`config.mk`:
```
export PLATFORM = sky130hd
export DESIGN_NAME = htr_top
export DESIGN_NICKNAME = d
export VERILOG_FILES = /design/src/include/htr_pkg.sv /design/src/core/htr_top.sv /design/src/core/htr_thresh.sv
export VERILOG_INCLUDE_DIRS = /design/src /design/src/include
export SDC_FILE = /design/constraint.sdc
export NUM_CORES = 1
export LEC_CHECK = 0
export ABC_AREA = 1
export ABC_CLOCK_PERIOD_IN_PS = 5600
export BUFFER_PORTS_ARGS = -buffer_cell sky130_fd_sc_hd__buf_2
export CORE_UTILIZATION = 40
export CTS_CLUSTER_DIAMETER = 200
export DETAILED_ROUTE_END_ITERATION = 12
export SYNTH_ARGS = -nofsm -noshare
export SYNTH_HDL_FRONTEND = slang
export SYNTH_HIERARCHICAL = 1
export SYNTH_SLANG_ARGS = --single-unit
```
`constraint.sdc`:
```
create_clock -name i_ref_clk -period 5.6 [get_ports i_ref_clk]
set_input_delay 0.28 -clock i_ref_clk [delete_from_list [all_inputs] [get_ports i_ref_clk]]
set_output_delay 0.28 -clock i_ref_clk [all_outputs]
set_load 0.03 [all_outputs]
```
`src/include/htr_cfg.svh`:
```
// offsets, field positions, reset values and widths for the harvester thermal block
`ifndef HTR_CFG_SVH
`define HTR_CFG_SVH

`define HTR_ADDR_W 8
`define HTR_DATA_W 8

`define HTR_OFF_HARVEST_CONFIG 8'h18
`define HTR_OFF_THERMAL_CONFIG 8'h19
`define HTR_OFF_HARVEST_CTRL 8'h1d
`define HTR_OFF_STATUS 8'h1e
`define HTR_OFF_THRESH_LO 8'h1f
`define HTR_OFF_THRESH_HI 8'h20

`define HTR_RST_HARVEST_CONFIG 8'h00
`define HTR_RST_THERMAL_CONFIG 7'h00
`define HTR_RST_HARVEST_CTRL 3'h0

`define HTR_SWITCH_MODE_HI 7
`define HTR_SWITCH_MODE_LO 6
`define HTR_RECHARGE_HI 5
`define HTR_RECHARGE_LO 4
`define HTR_BASE_HI 3
`define HTR_BASE_LO 0

`define HTR_INHIBIT_CTL_BIT 6
`define HTR_WARM_HI 5
`define HTR_WARM_LO 4
`define HTR_ROOM_HI 3
`define HTR_ROOM_LO 2
`define HTR_COOL_HI 1
`define HTR_COOL_LO 0

`define HTR_INTERACT_EN_BIT 0
`define HTR_MON_SEL_HI 2
`define HTR_MON_SEL_LO 1

`define HTR_THRESH_W 13
`define HTR_BASE_MV 13'h0fd2
`define HTR_STEP_MV 13'h0032
`define HTR_BASE_MAX_CODE 4'hb
`define HTR_MON_SEL_OFF 2'h0

`endif

```
`src/include/htr_pkg.sv`:
```
// types shared by the harvester thermal block
package htr_pkg;

  typedef enum logic [2:0] {
    HTR_ZONE_COLD,
    HTR_ZONE_COOL,
    HTR_ZONE_ROOM,
    HTR_ZONE_WARM,
    HTR_ZONE_HOT
  } htr_zone_t;

  typedef enum logic [1:0] {
    HTR_FET_DIRECT,
    HTR_FET_AUTO,
    HTR_FET_IDEAL,
    HTR_FET_CHARGER
  } htr_fet_t;

  typedef struct packed {
    logic [7:0] addr;
    logic [7:0] wdata;
    logic wr;
    logic rd;
  } htr_bus_req_t;

  typedef struct packed {
    logic [7:0] harvest_config;
    logic [6:0] thermal_config;
    logic [2:0] harvest_ctrl;
    logic chg_s1;
    logic chg_s2;
    logic inh_s1;
    logic inh_s2;
    logic [2:0] zone_s1;
    logic [2:0] zone_s2;
    logic [2:0] zone_prev;
    logic [2:0] zone;
    logic harvester_off;
    htr_fet_t fet;
    logic [12:0] thresh;
    logic [7:0] rdata;
  } htr_state_t;

endpackage

```
`src/core/htr_top.sv`:
```
// harvester thermal-zone configuration register bank and decode
//
// Contract
// - With the inhibit control bit at 0 and the inhibit conditions met, the harvester-off output is asserted and the switch follows the switch-mode field.
// - With the inhibit control bit at 1 and the inhibit conditions met, the harvester-off output stays low and the switch is forced to ideal diode.
// - The inhibit conditions are no charger input, interaction enabled, monitor selection not 00, and a zone that inhibits harvesting.
// - With interaction enabled and a charger input present, the harvester-off output is held asserted.
// - In the warm zone the threshold is the base lowered by 150, 100, 50 or 0 mV per its two-bit field.
// - In the room zone the threshold is the base lowered by 150, 100, 50 or 0 mV per its two-bit field.
// - In the cool zone the threshold is the base lowered by 150, 100, 50 or 0 mV per its two-bit field.
// - The switch-mode field gives direct path for 00, threshold-dependent for 01, ideal diode for 10, and 11 is reserved.
// - The base threshold is 4.05 V plus 50 mV per code step, with codes 1100 to 1111 reserved.
//
// Local design decision: the address-and-strobe port.
`timescale 1ns/1ps
`include "htr_cfg.svh"

module htr_top (
  input wire logic i_ref_clk,
  input wire logic i_rst,
  input wire logic [7:0] i_addr,
  input wire logic [7:0] i_wdata,
  input wire logic i_wr,
  input wire logic i_rd,
  input wire logic i_charger_input,
  input wire logic i_zone_inhibit,
  input wire logic [2:0] i_zone,
  output logic [7:0] o_rdata,
  output logic o_harvester_off_output,
  output logic [1:0] o_fet_mode,
  output logic [12:0] o_thresh_mv
);

  htr_pkg::htr_state_t st;
  htr_pkg::htr_state_t next_st;
  htr_pkg::htr_bus_req_t req;

  logic [1:0] switch_mode;
  logic [3:0] base_regulation_threshold;
  logic thermal_inhibit_ctl;
  logic harvest_interact_en;
  logic [1:0] harvest_thermal_monitor_sel;
  logic inhibit_cond;
  logic [12:0] thresh_mv;

  // decode of the switch-mode field into the switch operating mode
  function automatic htr_pkg::htr_fet_t switch_decode(input logic [1:0] code);
    unique case (code)
      2'h0: switch_decode = htr_pkg::HTR_FET_DIRECT;
      2'h1: switch_decode = htr_pkg::HTR_FET_AUTO;
      2'h2: switch_decode = htr_pkg::HTR_FET_IDEAL;
      // reserved code falls back to the safe diode mode
      default: switch_decode = htr_pkg::HTR_FET_IDEAL;
    endcase
  endfunction

  // read mux for the register map
  function automatic logic [7:0] read_reg(input logic [7:0] addr,
                                          input htr_pkg::htr_state_t s);
    unique case (addr)
      `HTR_OFF_HARVEST_CONFIG: read_reg = s.harvest_config;
      `HTR_OFF_THERMAL_CONFIG: read_reg = {1'b0, s.thermal_config};
      `HTR_OFF_HARVEST_CTRL: read_reg = {5'h00, s.harvest_ctrl};
      `HTR_OFF_STATUS: read_reg = {s.fet, s.harvester_off, s.chg_s2, s.inh_s2, s.zone};
      `HTR_OFF_THRESH_LO: read_reg = s.thresh[7:0];
      `HTR_OFF_THRESH_HI: read_reg = {3'h0, s.thresh[12:8]};
      default: read_reg = 8'h00;
    endcase
  endfunction

  always_comb begin
    req.addr = i_addr;
    req.wdata = i_wdata;
    req.wr = i_wr;
    req.rd = i_rd;
  end

  always_comb begin
    switch_mode = st.harvest_config[`HTR_SWITCH_MODE_HI:`HTR_SWITCH_MODE_LO];
    base_regulation_threshold = st.harvest_config[`HTR_BASE_HI:`HTR_BASE_LO];
    thermal_inhibit_ctl = st.thermal_config[`HTR_INHIBIT_CTL_BIT];
    harvest_interact_en = st.harvest_ctrl[`HTR_INTERACT_EN_BIT];
    harvest_thermal_monitor_sel = st.harvest_ctrl[`HTR_MON_SEL_HI:`HTR_MON_SEL_LO];
    inhibit_cond = !st.chg_s2 && harvest_interact_en &&
                   (harvest_thermal_monitor_sel != `HTR_MON_SEL_OFF) && st.inh_s2;
  end

  htr_thresh u_thresh (
    .i_base_code(base_regulation_threshold),
    .i_thermal_config(st.thermal_config),
    .i_zone(st.zone),
    .o_thresh_mv(thresh_mv),
    .o_base_reserved()
  );

  always_comb begin
    next_st = st;
    // pins pass two flip-flops before use
    next_st.chg_s1 = i_charger_input;
    next_st.chg_s2 = st.chg_s1;
    next_st.inh_s1 = i_zone_inhibit;
    next_st.inh_s2 = st.inh_s1;
    next_st.zone_s1 = i_zone;
    next_st.zone_s2 = st.zone_s1;
    next_st.zone_prev = st.zone_s2;
    // zone code taken only once stable for two samples, so a skewed bit never shows
    if (st.zone_s2 == st.zone_prev) begin
      next_st.zone = st.zone_prev;
    end
    if (req.wr) begin
      unique case (req.addr)
        `HTR_OFF_HARVEST_CONFIG: next_st.harvest_config = req.wdata;
        `HTR_OFF_THERMAL_CONFIG: next_st.thermal_config = req.wdata[6:0];
        `HTR_OFF_HARVEST_CTRL: next_st.harvest_ctrl = req.wdata[2:0];
        default: next_st.harvest_config = st.harvest_config;
      endcase
    end
    next_st.rdata = req.rd ? read_reg(req.addr, st) : 8'h00;
    // harvester shutoff output
    if (harvest_interact_en && st.chg_s2) begin
      next_st.harvester_off = 1'b1;
    end else if (inhibit_cond) begin
      next_st.harvester_off = !thermal_inhibit_ctl;
    end else begin
      next_st.harvester_off = 1'b0;
    end
    // battery-to-system switch mode
    if (st.chg_s2) begin
      next_st.fet = htr_pkg::HTR_FET_CHARGER;
    end else if (!harvest_interact_en) begin
      next_st.fet = htr_pkg::HTR_FET_DIRECT;
    end else if (inhibit_cond && thermal_inhibit_ctl) begin
      next_st.fet = htr_pkg::HTR_FET_IDEAL;
    end else begin
      next_st.fet = switch_decode(switch_mode);
    end
    // threshold follows the accepted zone every cycle
    next_st.thresh = thresh_mv;
  end

  always_ff @(posedge i_ref_clk) begin
    if (i_rst) begin
      st <= '0;
      st.harvest_config <= `HTR_RST_HARVEST_CONFIG;
      st.thermal_config <= `HTR_RST_THERMAL_CONFIG;
      st.harvest_ctrl <= `HTR_RST_HARVEST_CTRL;
      st.zone <= 3'(htr_pkg::HTR_ZONE_ROOM);
      st.zone_s1 <= 3'(htr_pkg::HTR_ZONE_ROOM);
      st.zone_s2 <= 3'(htr_pkg::HTR_ZONE_ROOM);
      st.zone_prev <= 3'(htr_pkg::HTR_ZONE_ROOM);
      st.fet <= htr_pkg::HTR_FET_DIRECT;
      st.thresh <= `HTR_BASE_MV;
    end else begin
      st <= next_st;
    end
  end

  always_comb begin
    o_rdata = st.rdata;
    o_harvester_off_output = st.harvester_off;
    o_fet_mode = st.fet;
    o_thresh_mv = st.thresh;
  end

endmodule // htr_top

```
`src/core/htr_thresh.sv`:
```
// effective harvester regulation threshold from base code and zone reduction
`timescale 1ns/1ps
`include "htr_cfg.svh"

module htr_thresh (
  input wire logic [3:0] i_base_code,
  input wire logic [6:0] i_thermal_config,
  input wire logic [2:0] i_zone,
  output logic [12:0] o_thresh_mv,
  output logic o_base_reserved
);

  logic [3:0] base_clamped;
  logic [1:0] red_code;
  logic [12:0] base_mv;

  // 00 takes 150 mV off, 01 100 mV, 10 50 mV, 11 nothing
  function automatic logic [12:0] reduction_mv(input logic [1:0] code);
    reduction_mv = 13'(2'h3 - code) * `HTR_STEP_MV;
  endfunction

  always_comb begin
    // reserved codes hold the top legal level
    o_base_reserved = i_base_code > `HTR_BASE_MAX_CODE;
    base_clamped = o_base_reserved ? `HTR_BASE_MAX_CODE : i_base_code;
    base_mv = `HTR_BASE_MV + 13'(base_clamped) * `HTR_STEP_MV;
    red_code = 2'h3;
    unique case (i_zone)
      3'(htr_pkg::HTR_ZONE_WARM): red_code = i_thermal_config[`HTR_WARM_HI:`HTR_WARM_LO];
      3'(htr_pkg::HTR_ZONE_ROOM): red_code = i_thermal_config[`HTR_ROOM_HI:`HTR_ROOM_LO];
      3'(htr_pkg::HTR_ZONE_COOL): red_code = i_thermal_config[`HTR_COOL_HI:`HTR_COOL_LO];
      default: red_code = 2'h3;
    endcase
    o_thresh_mv = base_mv - reduction_mv(red_code);
  end

endmodule // htr_thresh

```
==> flow_metrics.py, run 1 <==
metrics = {
    "power_and_ir_drop": {
        "peakVddDrop_mv": 0.116,
        "swShare_pct": 32.5,
        "pwr-share-seq_pct": 46.1,
        "power_switching_mw": 0.316,
        "p_int_mw": 0.656,
        "clock_power_share_pct": 33.5,
        "p_comb_share_pct": 20.4,
        "p_per_area_nw_per_um2": 257,
        "power_leakage_nw": 1.86,
    },
    "setup_path": {
        "crit_chain": "nand2_1 -> inv_1 -> or2_2 -> ha_1 -> ha_1 -> inv_1 -> fa_1 -> xor2_1 -> ha_1 -> inv_1 -> ha_1 -> nand2_2 -> inv_1 -> a21oi_1 -> nand2_2 -> nand2_1 -> nand2_1 -> or2_2",
        "critPathTopFamily": "adder cells",
        "cp.arrival_ns": 3.80,
        "reg2reg_slack_ns": 2.02,
        "critical_path_class": "register to register",
        "cp_slowest_cell": "fa_1",
        "cp.required_ns": 5.82,
        "startpoint_type": "register",
        "timing.rr.start": "base_regulation_threshold[3]$_SDFFE_PP0P_",
        "worst-path-buf-inv": 4,
        "end_kind": "register",
        "cp_max_fo": 9,
        "rr_worst_depth": 18,
        "cp_slowest_stage_delay_ns": 0.40,
        "r2r-end": "o_thresh_mv[8]$_SDFF_PP1_",
    },
    "floorplanning": {
        "core_area_um2": 8340,
        "num_rows": 33,
        "dieWidth_um": 95.4,
        "die_h_um": 95.4,
        "ioPinCount": 49,
        "dieArea_um2": 9100,
        "start_util_pct": 41.8,
    },
    "global_routing": {
        "grt_pass1_vias": 2739,
        "grt-ovfl-total": 0,
        "grt_max_degree": 40,
        "grtUsageTotal_pct": 18.7,
        "antenna_found_initial": 0,
        "grt_pass1_wl_mm": 12.7,
    },
    "hold_path": {
        "holdCritPathClass": "input port to register",
        "holdPathStages": 2,
        "whs_endpoint": "next_st[31]$_SDFF_PP1_",
        "worst_hold_startpoint": "i_zone[1]",
    },
    "synthesis": {
        "synthTopCellsByArea": "dfxtp_1, nand2_1, inv_1",
        "yosysMostFrequentCell": "nand2_1",
        "yosys_most_used_dff": "dfxtp_1",
        "synth-simple-area-share_pct": 32.5,
        "synthXorXnorAreaFrac_pct": 1.76,
        "async_flop_share_pct": 0,
        "syn_area_um2": 3490,
        "synth-seq-area-share_pct": 33.3,
        "synth_adder_area_share_pct": 9.04,
        "synth_top_family_by_area": "simple AND/OR/NAND/NOR gates",
        "synth.area.mux_share_pct": 0,
        "yosysUniqueCellTypes": 27,
        "synth_seq_cells": 58,
        "synth_top_area_share_pct": 33.3,
        "synth_common_cells": "nand2_1, inv_1, nor2_1, dfxtp_1, nand3_1",
        "syn_inst": 513,
        "syn-num-nets": 562,
        "synth_edf_count": 0,
        "avgSynthCellArea_um2": 6.80,
        "synth.largest_area_cell": "dfxtp_1",
        "synth_compound_area_share_pct": 7.10,
        "yosys_warnings": 6,
    },
    "timing": {
        "fin_tns_setup_ns": 0,
        "max-slew-margin-rel_pct": 53.4,
        "hold_ws_ns": 0.125,
        "final_max_slew_viol_count": 0,
        "finClkSkew_ns": 0.0115,
        "setup_viol": 0,
        "worstMarginPinSlew_ns": 0.700,
        "hold_violations": 0,
        "rsz0062_at_grt": "no",
        "fin_crit_sh_pct": 63.9,
        "fmax_mhz": 279,
        "post-route-min-period_ns": 3.58,
    },
    "detailed_routing": {
        "drtAntennaViolNets": 0,
        "drt_wl_total_mm": 7.88,
        "wire_per_inst_um": 12.2,
        "avgViaCountPerCell": 4.70,
        "vias": 3036,
        "drc": 0,
        "first_iter_violations": 182,
        "dr.pass1.iters": 4,
    },
    "cts": {
        "postCtsSetupRepairBufs": 0,
        "ctsLongestPathBuffers": 2,
        "cts.root.buffer_cell": "clkbuf_8",
        "cts_max_level": 3,
        "worstSkewPairLatency_ns": 0.34,
        "path_clk_slew_ns": 0.07,
        "cts.sinks": 58,
        "cts_resized": 0,
        "cts_buffers": 9,
        "cts_tree": "done",
        "holdBufCountCts": 0,
    },
    "layout": {
        "multiInputGateArea_um2": 1760,
        "layout.nets": 586,
        "areaGrowthSynthToFinish_pct": 8.46,
        "drive_gt1_share_pct": 18.9,
        "antennaDiodeCount": 0,
        "fin_cells": 646,
        "fill_cells": 911,
        "register_area_um2": 1160,
    },
    "job": {
        "maxCapViolCount": 0,
    },
    "placement": {
        "place_congestion": 0.838,
        "port_buffers": 48,
        "place_hpwl_mm": 6.16,
        "dp_cells": 631,
    },
    "run_status": {
        "outcome": "complete, no violations",
    },
}
metal layers:
| layer | up-vias | wire length [um] | global-route usage [%] |
|---|---|---|---|
| met5 | - | 0 | 0 |
| met4 | 0 | 209 | 8.83 |
| met3 | 15 | 349 | 3.43 |
| met2 | 71 | 3400 | 29.4 |
| met1 | 1350 | 3920 | 24.7 |
| li1 | 1600 | - | - |
area by class of cell:
| type | count | share of cell area [%] |
|---|---|---|
| clock inverters | 6 | 0.926 |
| multi-input cells | 332 | 46.6 |
| clock buffers | 9 | 3.27 |
| repair buffers | 48 | 6.35 |
| well taps | 105 | 3.47 |
| flip-flops and latches | 58 | 30.7 |
| inverters | 88 | 8.73 |
layout by cell type, fill, tap and decap left out:
cell type,count
nand3_1,42
nor2_4,5
nor3_1,1
o211ai_1,1
clkinv_2,4
nand2_1,104
xnor2_1,5
a21oi_1,32
o21ai_1,6
clkinvlp_4,2
inv_2,4
or2_1,2
inv_1,84
fa_1,2
o21ai_0,10
xor2_1,2
buf_2,48
nor2_1,62
ha_1,22
conb_1,1
nand2_2,10
nor2_2,5
or2_2,13
dfxtp_1,58
clkbuf_8,9
nand4_1,5
nand3_2,2
worst reg2reg max path, stage by stage, from the launching register on:
cell	delay (ns)
dfxtp_1	0.39
nand2_1	0.10
inv_1	0.06
or2_2	0.31
ha_1	0.31
ha_1	0.17
inv_1	0.05
fa_1	0.40
xor2_1	0.18
ha_1	0.27
inv_1	0.04
ha_1	0.35
nand2_2	0.12
inv_1	0.06
a21oi_1	0.22
nand2_2	0.08
nand2_1	0.06
nand2_1	0.04
or2_2	0.26
flip-flops by register name, summed over array words and instances, names as in the netlist:
name and flops:
o_harvester_off_output 1, o_fet_mode 2, base_regulation_threshold 4, harvest_interact_en 1
o_thresh_mv 13, st 19, harvest_thermal_monitor_sel 2, o_rdata 8
next_st 8
stage by stage:
step	setup slack [ns]	cell area, um2	power (mW)	utilization (%)
global placement	2.17	3620	0.655	43.5
finish	2.02	3780	0.972	45.4
global route	1.80	3780	1.03	45.4
floorplan	2.32	3490	0.618	-
CTS	2.03	3780	0.983	45.4
detailed placement	2.07	3620	0.656	43.5
power groups by stage:
stage	Clock (mW)	Sequential, mW	Combinational (mW)
floorplan	0	0.450	0.168
global route	0.355	0.450	0.226
detailed placement	0	0.458	0.199
finish	0.326	0.448	0.198
global placement	0	0.457	0.198
CTS	0.335	0.448	0.200
cells by family (layout without fill, tap and decap cells):
family	after synthesis	after routing
AND/OR/NAND/NOR	251	251
buffers and inverters	123	151
flip-flops	58	58
AO/OA/AOI/OAI	49	49
adder cells (fa/ha/maj)	24	24
XOR/XNOR	7	7
other	1	1
how the worst max path moves through the flow:
| stage | start | to | slack [ns] | cells after the start |
|---|---|---|---|---|
| after floorplan | base_regulation_threshold[3]$_SDFFE_PP0P_ | o_thresh_mv[8]$_SDFF_PP1_ | 2.32 | 18 |
| after global placement | base_regulation_threshold[3]$_SDFFE_PP0P_ | o_thresh_mv[8]$_SDFF_PP1_ | 2.17 | 18 |
| after detailed placement | base_regulation_threshold[3]$_SDFFE_PP0P_ | o_thresh_mv[8]$_SDFF_PP1_ | 2.07 | 18 |
| after CTS | base_regulation_threshold[3]$_SDFFE_PP0P_ | o_thresh_mv[8]$_SDFF_PP1_ | 2.03 | 18 |
| after global routing | base_regulation_threshold[3]$_SDFFE_PP0P_ | o_thresh_mv[8]$_SDFF_PP1_ | 1.80 | 18 |
| final | base_regulation_threshold[3]$_SDFFE_PP0P_ | o_thresh_mv[8]$_SDFF_PP1_ | 2.02 | 18 |
Note: power is estimated with default switching activity, not from simulation.
==> run 2: changes to the inputs <==
--- a/config.mk
+++ b/config.mk
@@ -7,7 +7,7 @@
 export NUM_CORES = 1
 export LEC_CHECK = 0
 export ABC_AREA = 1
-export ABC_CLOCK_PERIOD_IN_PS = 5600
+export ABC_CLOCK_PERIOD_IN_PS = 3600
 export BUFFER_PORTS_ARGS = -buffer_cell sky130_fd_sc_hd__buf_2
 export CORE_UTILIZATION = 40
 export CTS_CLUSTER_DIAMETER = 200
==> constraint.sdc (replaced) <==
create_clock -name i_ref_clk -period 3.6 [get_ports i_ref_clk]
set_input_delay 0.18 -clock i_ref_clk [delete_from_list [all_inputs] [get_ports i_ref_clk]]
set_output_delay 0.18 -clock i_ref_clk [all_outputs]
set_load 0.03 [all_outputs]
==> flow_metrics.py, run 2 (synthesis gave the netlist of run 1 again) <==
metrics = {
    "layout": {
        "final_cell_mix": "nand2_1, inv_1, nor2_1, dfxtp_1, buf_2",
        "largest-register": "st",
        "largest_reg_flops": 19,
        "final_common_cell": "nand2_1",
        "drive_gt1_share_pct": 19.5,
        "antennaDiodeCount": 0,
        "fill_cells": 891,
        "utilization_pct": 45.8,
        "areaGrowthSynthToFinish_pct": 9.61,
        "layout.nets": 587,
    },
    "placement": {
        "place_congestion": 0.844,
        "dpl_worst_slack_ns": 0.135,
        "place_hpwl_mm": 6.20,
        "port_buffers": 48,
    },
    "timing": {
        "max-slew-margin-rel_pct": 52.3,
        "fmax_mhz": 299,
        "rsz0062_at_grt": "no",
        "hold_ws_ns": 0.0252,
        "finClkSkew_ns": 0.00619,
        "hold_violations": 0,
        "finalWorstSetupSlack_ns": 0.256,
        "final_max_slew_viol_count": 0,
        "post-route-min-period_ns": 3.34,
        "setup_viol": 0,
        "worstMarginPinSlew_ns": 0.716,
        "fin_crit_sh_pct": 92.9,
        "fin_tns_setup_ns": 0,
    },
    "setup_path": {
        "rr_worst_depth": 17,
        "cp.required_ns": 3.83,
        "cp_slowest_cell": "fa_1",
        "cp_max_fo": 5,
        "path_common_cell": "nand2_1",
        "cp.arrival_ns": 3.57,
        "crit_chain": "nand2_1 -> inv_1 -> or2_2 -> ha_1 -> ha_1 -> inv_1 -> fa_1 -> ha_1 -> inv_1 -> ha_1 -> nand2_1 -> nand2_1 -> a21oi_1 -> nand2_1 -> nand2_1 -> nand2_1 -> or2_2",
        "startpoint_type": "register",
        "end_kind": "register",
        "critical_path_class": "register to register",
        "worst-path-buf-inv": 3,
        "critPathTopFamily": "adder cells",
        "cp_slowest_stage_delay_ns": 0.43,
        "cp.depth": 17,
    },
    "power_and_ir_drop": {
        "finalPower_mw": 1.53,
        "pwr-share-seq_pct": 45.7,
        "clock_power_share_pct": 33.6,
        "power_switching_mw": 0.478,
        "peakVddDrop_mv": 0.270,
        "swShare_pct": 31.3,
        "p_int_mw": 1.05,
        "power_leakage_nw": 1.87,
        "p_per_area_nw_per_um2": 400,
        "p_comb_share_pct": 20.7,
    },
    "cts": {
        "holdBufCountCts": 0,
        "worstSkewPairLatency_ns": 0.34,
        "cts_buffers": 9,
        "cts_resized": 0,
        "cts.sinks": 58,
        "cts.root.buffer_cell": "clkbuf_8",
        "cts_tree": "done",
        "path_clk_slew_ns": 0.06,
        "ctsLongestPathBuffers": 2,
        "postCtsSetupRepairBufs": 0,
        "cts_max_level": 3,
    },
    "detailed_routing": {
        "first_iter_violations": 166,
        "wire_per_inst_um": 12.0,
        "vias": 3068,
        "drc": 0,
        "drt_wl_total_mm": 7.81,
        "avgViaCountPerCell": 4.73,
        "dr.pass1.iters": 4,
        "drtAntennaViolNets": 0,
    },
    "floorplanning": {
        "die_h_um": 95.4,
        "dieArea_um2": 9100,
        "ioPinCount": 49,
        "num_rows": 33,
        "dieWidth_um": 95.4,
        "start_util_pct": 41.8,
        "core_area_um2": 8340,
    },
    "global_routing": {
        "antenna_found_initial": 0,
        "grtUsageTotal_pct": 18.5,
        "grt_pass1_vias": 2759,
        "grt_max_degree": 40,
        "grt_pass1_wl_mm": 12.7,
        "grt-ovfl-total": 0,
    },
    "hold_path": {
        "holdPathStages": 2,
        "holdCritPathClass": "input port to register",
    },
    "job": {
        "maxCapViolCount": 0,
    },
    "run_status": {
        "outcome": "complete, no violations",
    },
}
==> run 2: cell types whose count changed in the layout (fill, tap and decap cells not counted), sizes merged <==
cell,change
buf,+1
clkbuf,+2
clkinv,-1
==> run 2: cell type report <==
class	count	area [um2]	area share, %
clock buffers	11	141	3.70
multi-input cells	332	1780	46.6
repair buffers	49	248	6.48
well taps	105	131	3.44
clock inverters	5	30.0	0.785
flip-flops and latches	58	1160	30.4
inverters	88	330	8.64
==> run 2: path summary, 6_finish.rpt <==
check | start | endpoint | slack (ns)
max | base_regulation_threshold[2]$_SDFFE_PP0P_ | o_thresh_mv[9]$_SDFF_PP1_ | 0.26
min | i_zone[1] | next_st[31]$_SDFF_PP1_ | 0.03
max reg2reg | base_regulation_threshold[2]$_SDFFE_PP0P_ | o_thresh_mv[9]$_SDFF_PP1_ | 0.26
min reg2reg | next_st[32]$_SDFF_PP0_ | next_st[29]$_SDFF_PP0_ | 0.41
==> run 2: metal layers <==
layer,global-route usage (%),wire length [um]
met4,6.72,155
met3,5.10,449
met1,24.7,3870
met5,0,0
met2,28.3,3330
==> run 2: metrics by stage <==
stage	instances	cell area, um2
floorplan	513	3490
global placement	632	3630
detailed placement	632	3630
CTS	648	3800
global route	648	3820
finish	648	3820
==> run 2: power by group through the flow <==
stage               clock, mW  sequential (mW)  combinational, mW
finish                  0.514            0.698              0.316
CTS                     0.531            0.698              0.311
detailed placement          0            0.712              0.310
floorplan                   0            0.700              0.262
global route            0.556            0.700              0.358
global placement            0            0.712              0.307
==> run 3: changes to the inputs <==
--- a/config.mk
+++ b/config.mk
@@ -6,7 +6,6 @@
 export SDC_FILE = /design/constraint.sdc
 export NUM_CORES = 1
 export LEC_CHECK = 0
-export ABC_AREA = 1
 export ABC_CLOCK_PERIOD_IN_PS = 3600
 export BUFFER_PORTS_ARGS = -buffer_cell sky130_fd_sc_hd__buf_2
 export CORE_UTILIZATION = 40
==> flow_metrics.py, run 3 <==
metrics = {
    "run_status": {
        "outcome": "complete, no violations",
    },
    "synthesis": {
        "avgSynthCellArea_um2": 9.39,
        "synth_top_family_by_area": "simple AND/OR/NAND/NOR gates",
        "synth_top_area_share_pct": 36.3,
        "synth_edf_count": 0,
        "synthTopCellsByArea": "dfxtp_1, mux2i_1, ha_1",
        "synth-simple-area-share_pct": 19.7,
        "synth_compound_area_share_pct": 10.1,
        "syn-num-nets": 390,
        "yosysMostFrequentCell": "dfxtp_1",
        "syn_area_um2": 3200,
        "synth-seq-area-share_pct": 36.3,
        "syn_inst": 341,
        "async_flop_share_pct": 0,
        "synthXorXnorAreaFrac_pct": 3.01,
        "synth.largest_area_cell": "dfxtp_1",
        "synth_seq_cells": 58,
        "synth_common_cells": "dfxtp_1, mux2i_1, nor2_1, buf_4",
        "synth.area.mux_share_pct": 11.1,
        "synth_adder_area_share_pct": 9.85,
        "yosys_most_used_dff": "dfxtp_1",
        "yosysUniqueCellTypes": 57,
        "yosys_warnings": 6,
    },
    "timing": {
        "fin_crit_sh_pct": 95.8,
        "worstMarginPinSlew_ns": 0.874,
        "fmax_mhz": 290,
        "setup_viol": 0,
        "max-slew-margin-rel_pct": 41.7,
        "fin_tns_setup_ns": 0,
        "post-route-min-period_ns": 3.45,
        "hold_violations": 0,
        "finClkSkew_ns": 0.00867,
        "final_max_slew_viol_count": 0,
    },
    "detailed_routing": {
        "dr.pass1.iters": 4,
        "wire_per_inst_um": 14.6,
        "first_iter_violations": 78,
        "drtAntennaViolNets": 0,
        "drt_wl_total_mm": 6.91,
        "vias": 2362,
        "avgViaCountPerCell": 4.99,
        "drc": 0,
    },
    "power_and_ir_drop": {
        "power_leakage_nw": 1.66,
        "peakVddDrop_mv": 0.157,
        "finalPower_mw": 1.54,
        "p_per_area_nw_per_um2": 424,
    },
    "setup_path": {
        "cp-startpoint": "base_regulation_threshold[2]$_SDFFE_PP0P_",
        "critical_path_class": "register to register",
        "timing.rr.start": "base_regulation_threshold[2]$_SDFFE_PP0P_",
        "end_kind": "register",
        "startpoint_type": "register",
        "cp_max_fo": 5,
        "cp.arrival_ns": 3.68,
        "reg2reg_slack_ns": 0.15,
        "cp.required_ns": 3.82,
    },
    "hold_path": {
        "worst_hold_startpoint": "i_zone[2]",
        "holdCritPathClass": "input port to register",
    },
    "layout": {
        "antennaDiodeCount": 0,
        "layout.nets": 415,
        "fill_cells": 757,
        "final_common_cell": "dfxtp_1",
        "largest-register": "st",
        "final_cell_mix": "dfxtp_1, buf_2, mux2i_1, nor2_1, inv_1",
        "fin_cells": 473,
        "drive_gt1_share_pct": 27.2,
        "largest_reg_flops": 19,
        "areaGrowthSynthToFinish_pct": 13.2,
    },
    "global_routing": {
        "grt-ovfl-total": 0,
        "antenna_found_initial": 0,
        "grt_pass1_vias": 2418,
        "grt_max_degree": 52,
        "grtUsageTotal_pct": 18.2,
        "grt_pass1_wl_mm": 11.6,
    },
    "floorplanning": {
        "num_rows": 32,
        "die_h_um": 91.5,
        "dieWidth_um": 91.5,
        "dieArea_um2": 8370,
        "start_util_pct": 41.4,
        "ioPinCount": 49,
        "core_area_um2": 7730,
    },
    "placement": {
        "place_congestion": 0.837,
        "port_buffers": 48,
        "place_hpwl_mm": 5.17,
        "dp_cells": 455,
    },
    "cts": {
        "cts.root.buffer_cell": "clkbuf_8",
        "cts_max_level": 3,
        "cts_buffers": 9,
        "cts.sinks": 58,
        "cts_tree": "done",
        "path_clk_slew_ns": 0.08,
        "worstSkewPairLatency_ns": 0.34,
        "ctsLongestPathBuffers": 2,
    },
    "job": {
        "maxCapViolCount": 0,
    },
}
run 3: cell types whose count changed in the layout (fill, tap and decap cells not counted), moves of 5 or more:
cell	before	now
a21o_1	0	6
a21oi_1	30	4
inv_1	84	22
mux2i_1	0	31
nand2_1	104	15
nand2_2	10	0
nand3_1	42	3
nor2_1	62	29
nor2_2	5	0
nor2_4	5	0
nor2b_1	0	19
nor3_1	1	6
o21ai_0	10	0
run 3: worst paths after layout:
kind / to / cells past startpoint
worst max-delay path: o_thresh_mv[9]$_SDFF_PP1_ / 14
worst min-delay path: next_st[32]$_SDFF_PP0_ / 2
worst max register to register: o_thresh_mv[9]$_SDFF_PP1_ / 14
worst min register to register: next_st[28]$_SDFF_PP1_ / 1
run 3: per-stage QoR:
stage / cell area, um2 / hold WS [ns] / worst slack, ns / util [%]
finish: 3620 / 0.0423 / 0.150 / 46.9
CTS: 3580 / 0.0229 / 0.0396 / 46.4
global route: 3620 / 0.0287 / -0.0216 / 46.9
global placement: 3340 / 0.364 / 0.114 / 43.3
floorplan: 3200 / 0.284 / 0.223 / -
detailed placement: 3340 / 0.365 / 0.0207 / 43.3
run 3: final cells by class:
cell class,instances,area (um2),area share [%]
Sequential cell,58,1160,32.1
Tap cell,102,128,3.52
Inverter,22,82.6,2.28
Clock buffer,9,124,3.42
Clock inverter,7,103,2.83
Timing Repair Buffer,51,265,7.32
Multi-Input combinational cell,224,1760,48.5
run 3: where the power goes:
part	leakage [nW]	internal (mW)	switching, mW
Clock	0.110	0.395	0.285
Combinational	1.08	0.0735	0.105
Sequential	0.474	0.662	0.0161
Total	1.66	1.13	0.406
run 3: repair_timing:
item | CTS | global route
buffers inserted | 0 | 1
setup endpoints to repair | 1 | 5
resized for setup | 1 | 7
pin swaps | 0 | 2
hold buffers | 1 | 0
hold endpoints to repair | 1 | 0
run 3: cells by family after synthesis:
logic type,count (synthesis)
flip-flops,58
AND/OR/NAND/NOR,112
AO/OA/AOI/OAI,41
multiplexers,35
adder cells (fa/ha/maj),24
buffers and inverters,59
other,1
XOR/XNOR,11
run 3: critical path, cell delays in order (launching register included):
cell and delay (ns):
dfxtp_2 0.34, and2_1 0.15, or2_2 0.31, ha_1 0.30
ha_1 0.22, inv_1 0.07, fa_1 0.43, ha_1 0.31
inv_1 0.06, ha_4 0.31, o2111ai_2 0.14, a41oi_2 0.22
nor3_2 0.07, nand2b_1 0.14, or2_2 0.26
run 3: metal layers:
metal	vias to the layer above	GRT usage, %	share of wire, %
met5	-	0	0
li1	1191	-	-
met1	1117	22.0	45
met2	44	31.0	49
met4	0	8.07	1.9
met3	10	3.69	3.4
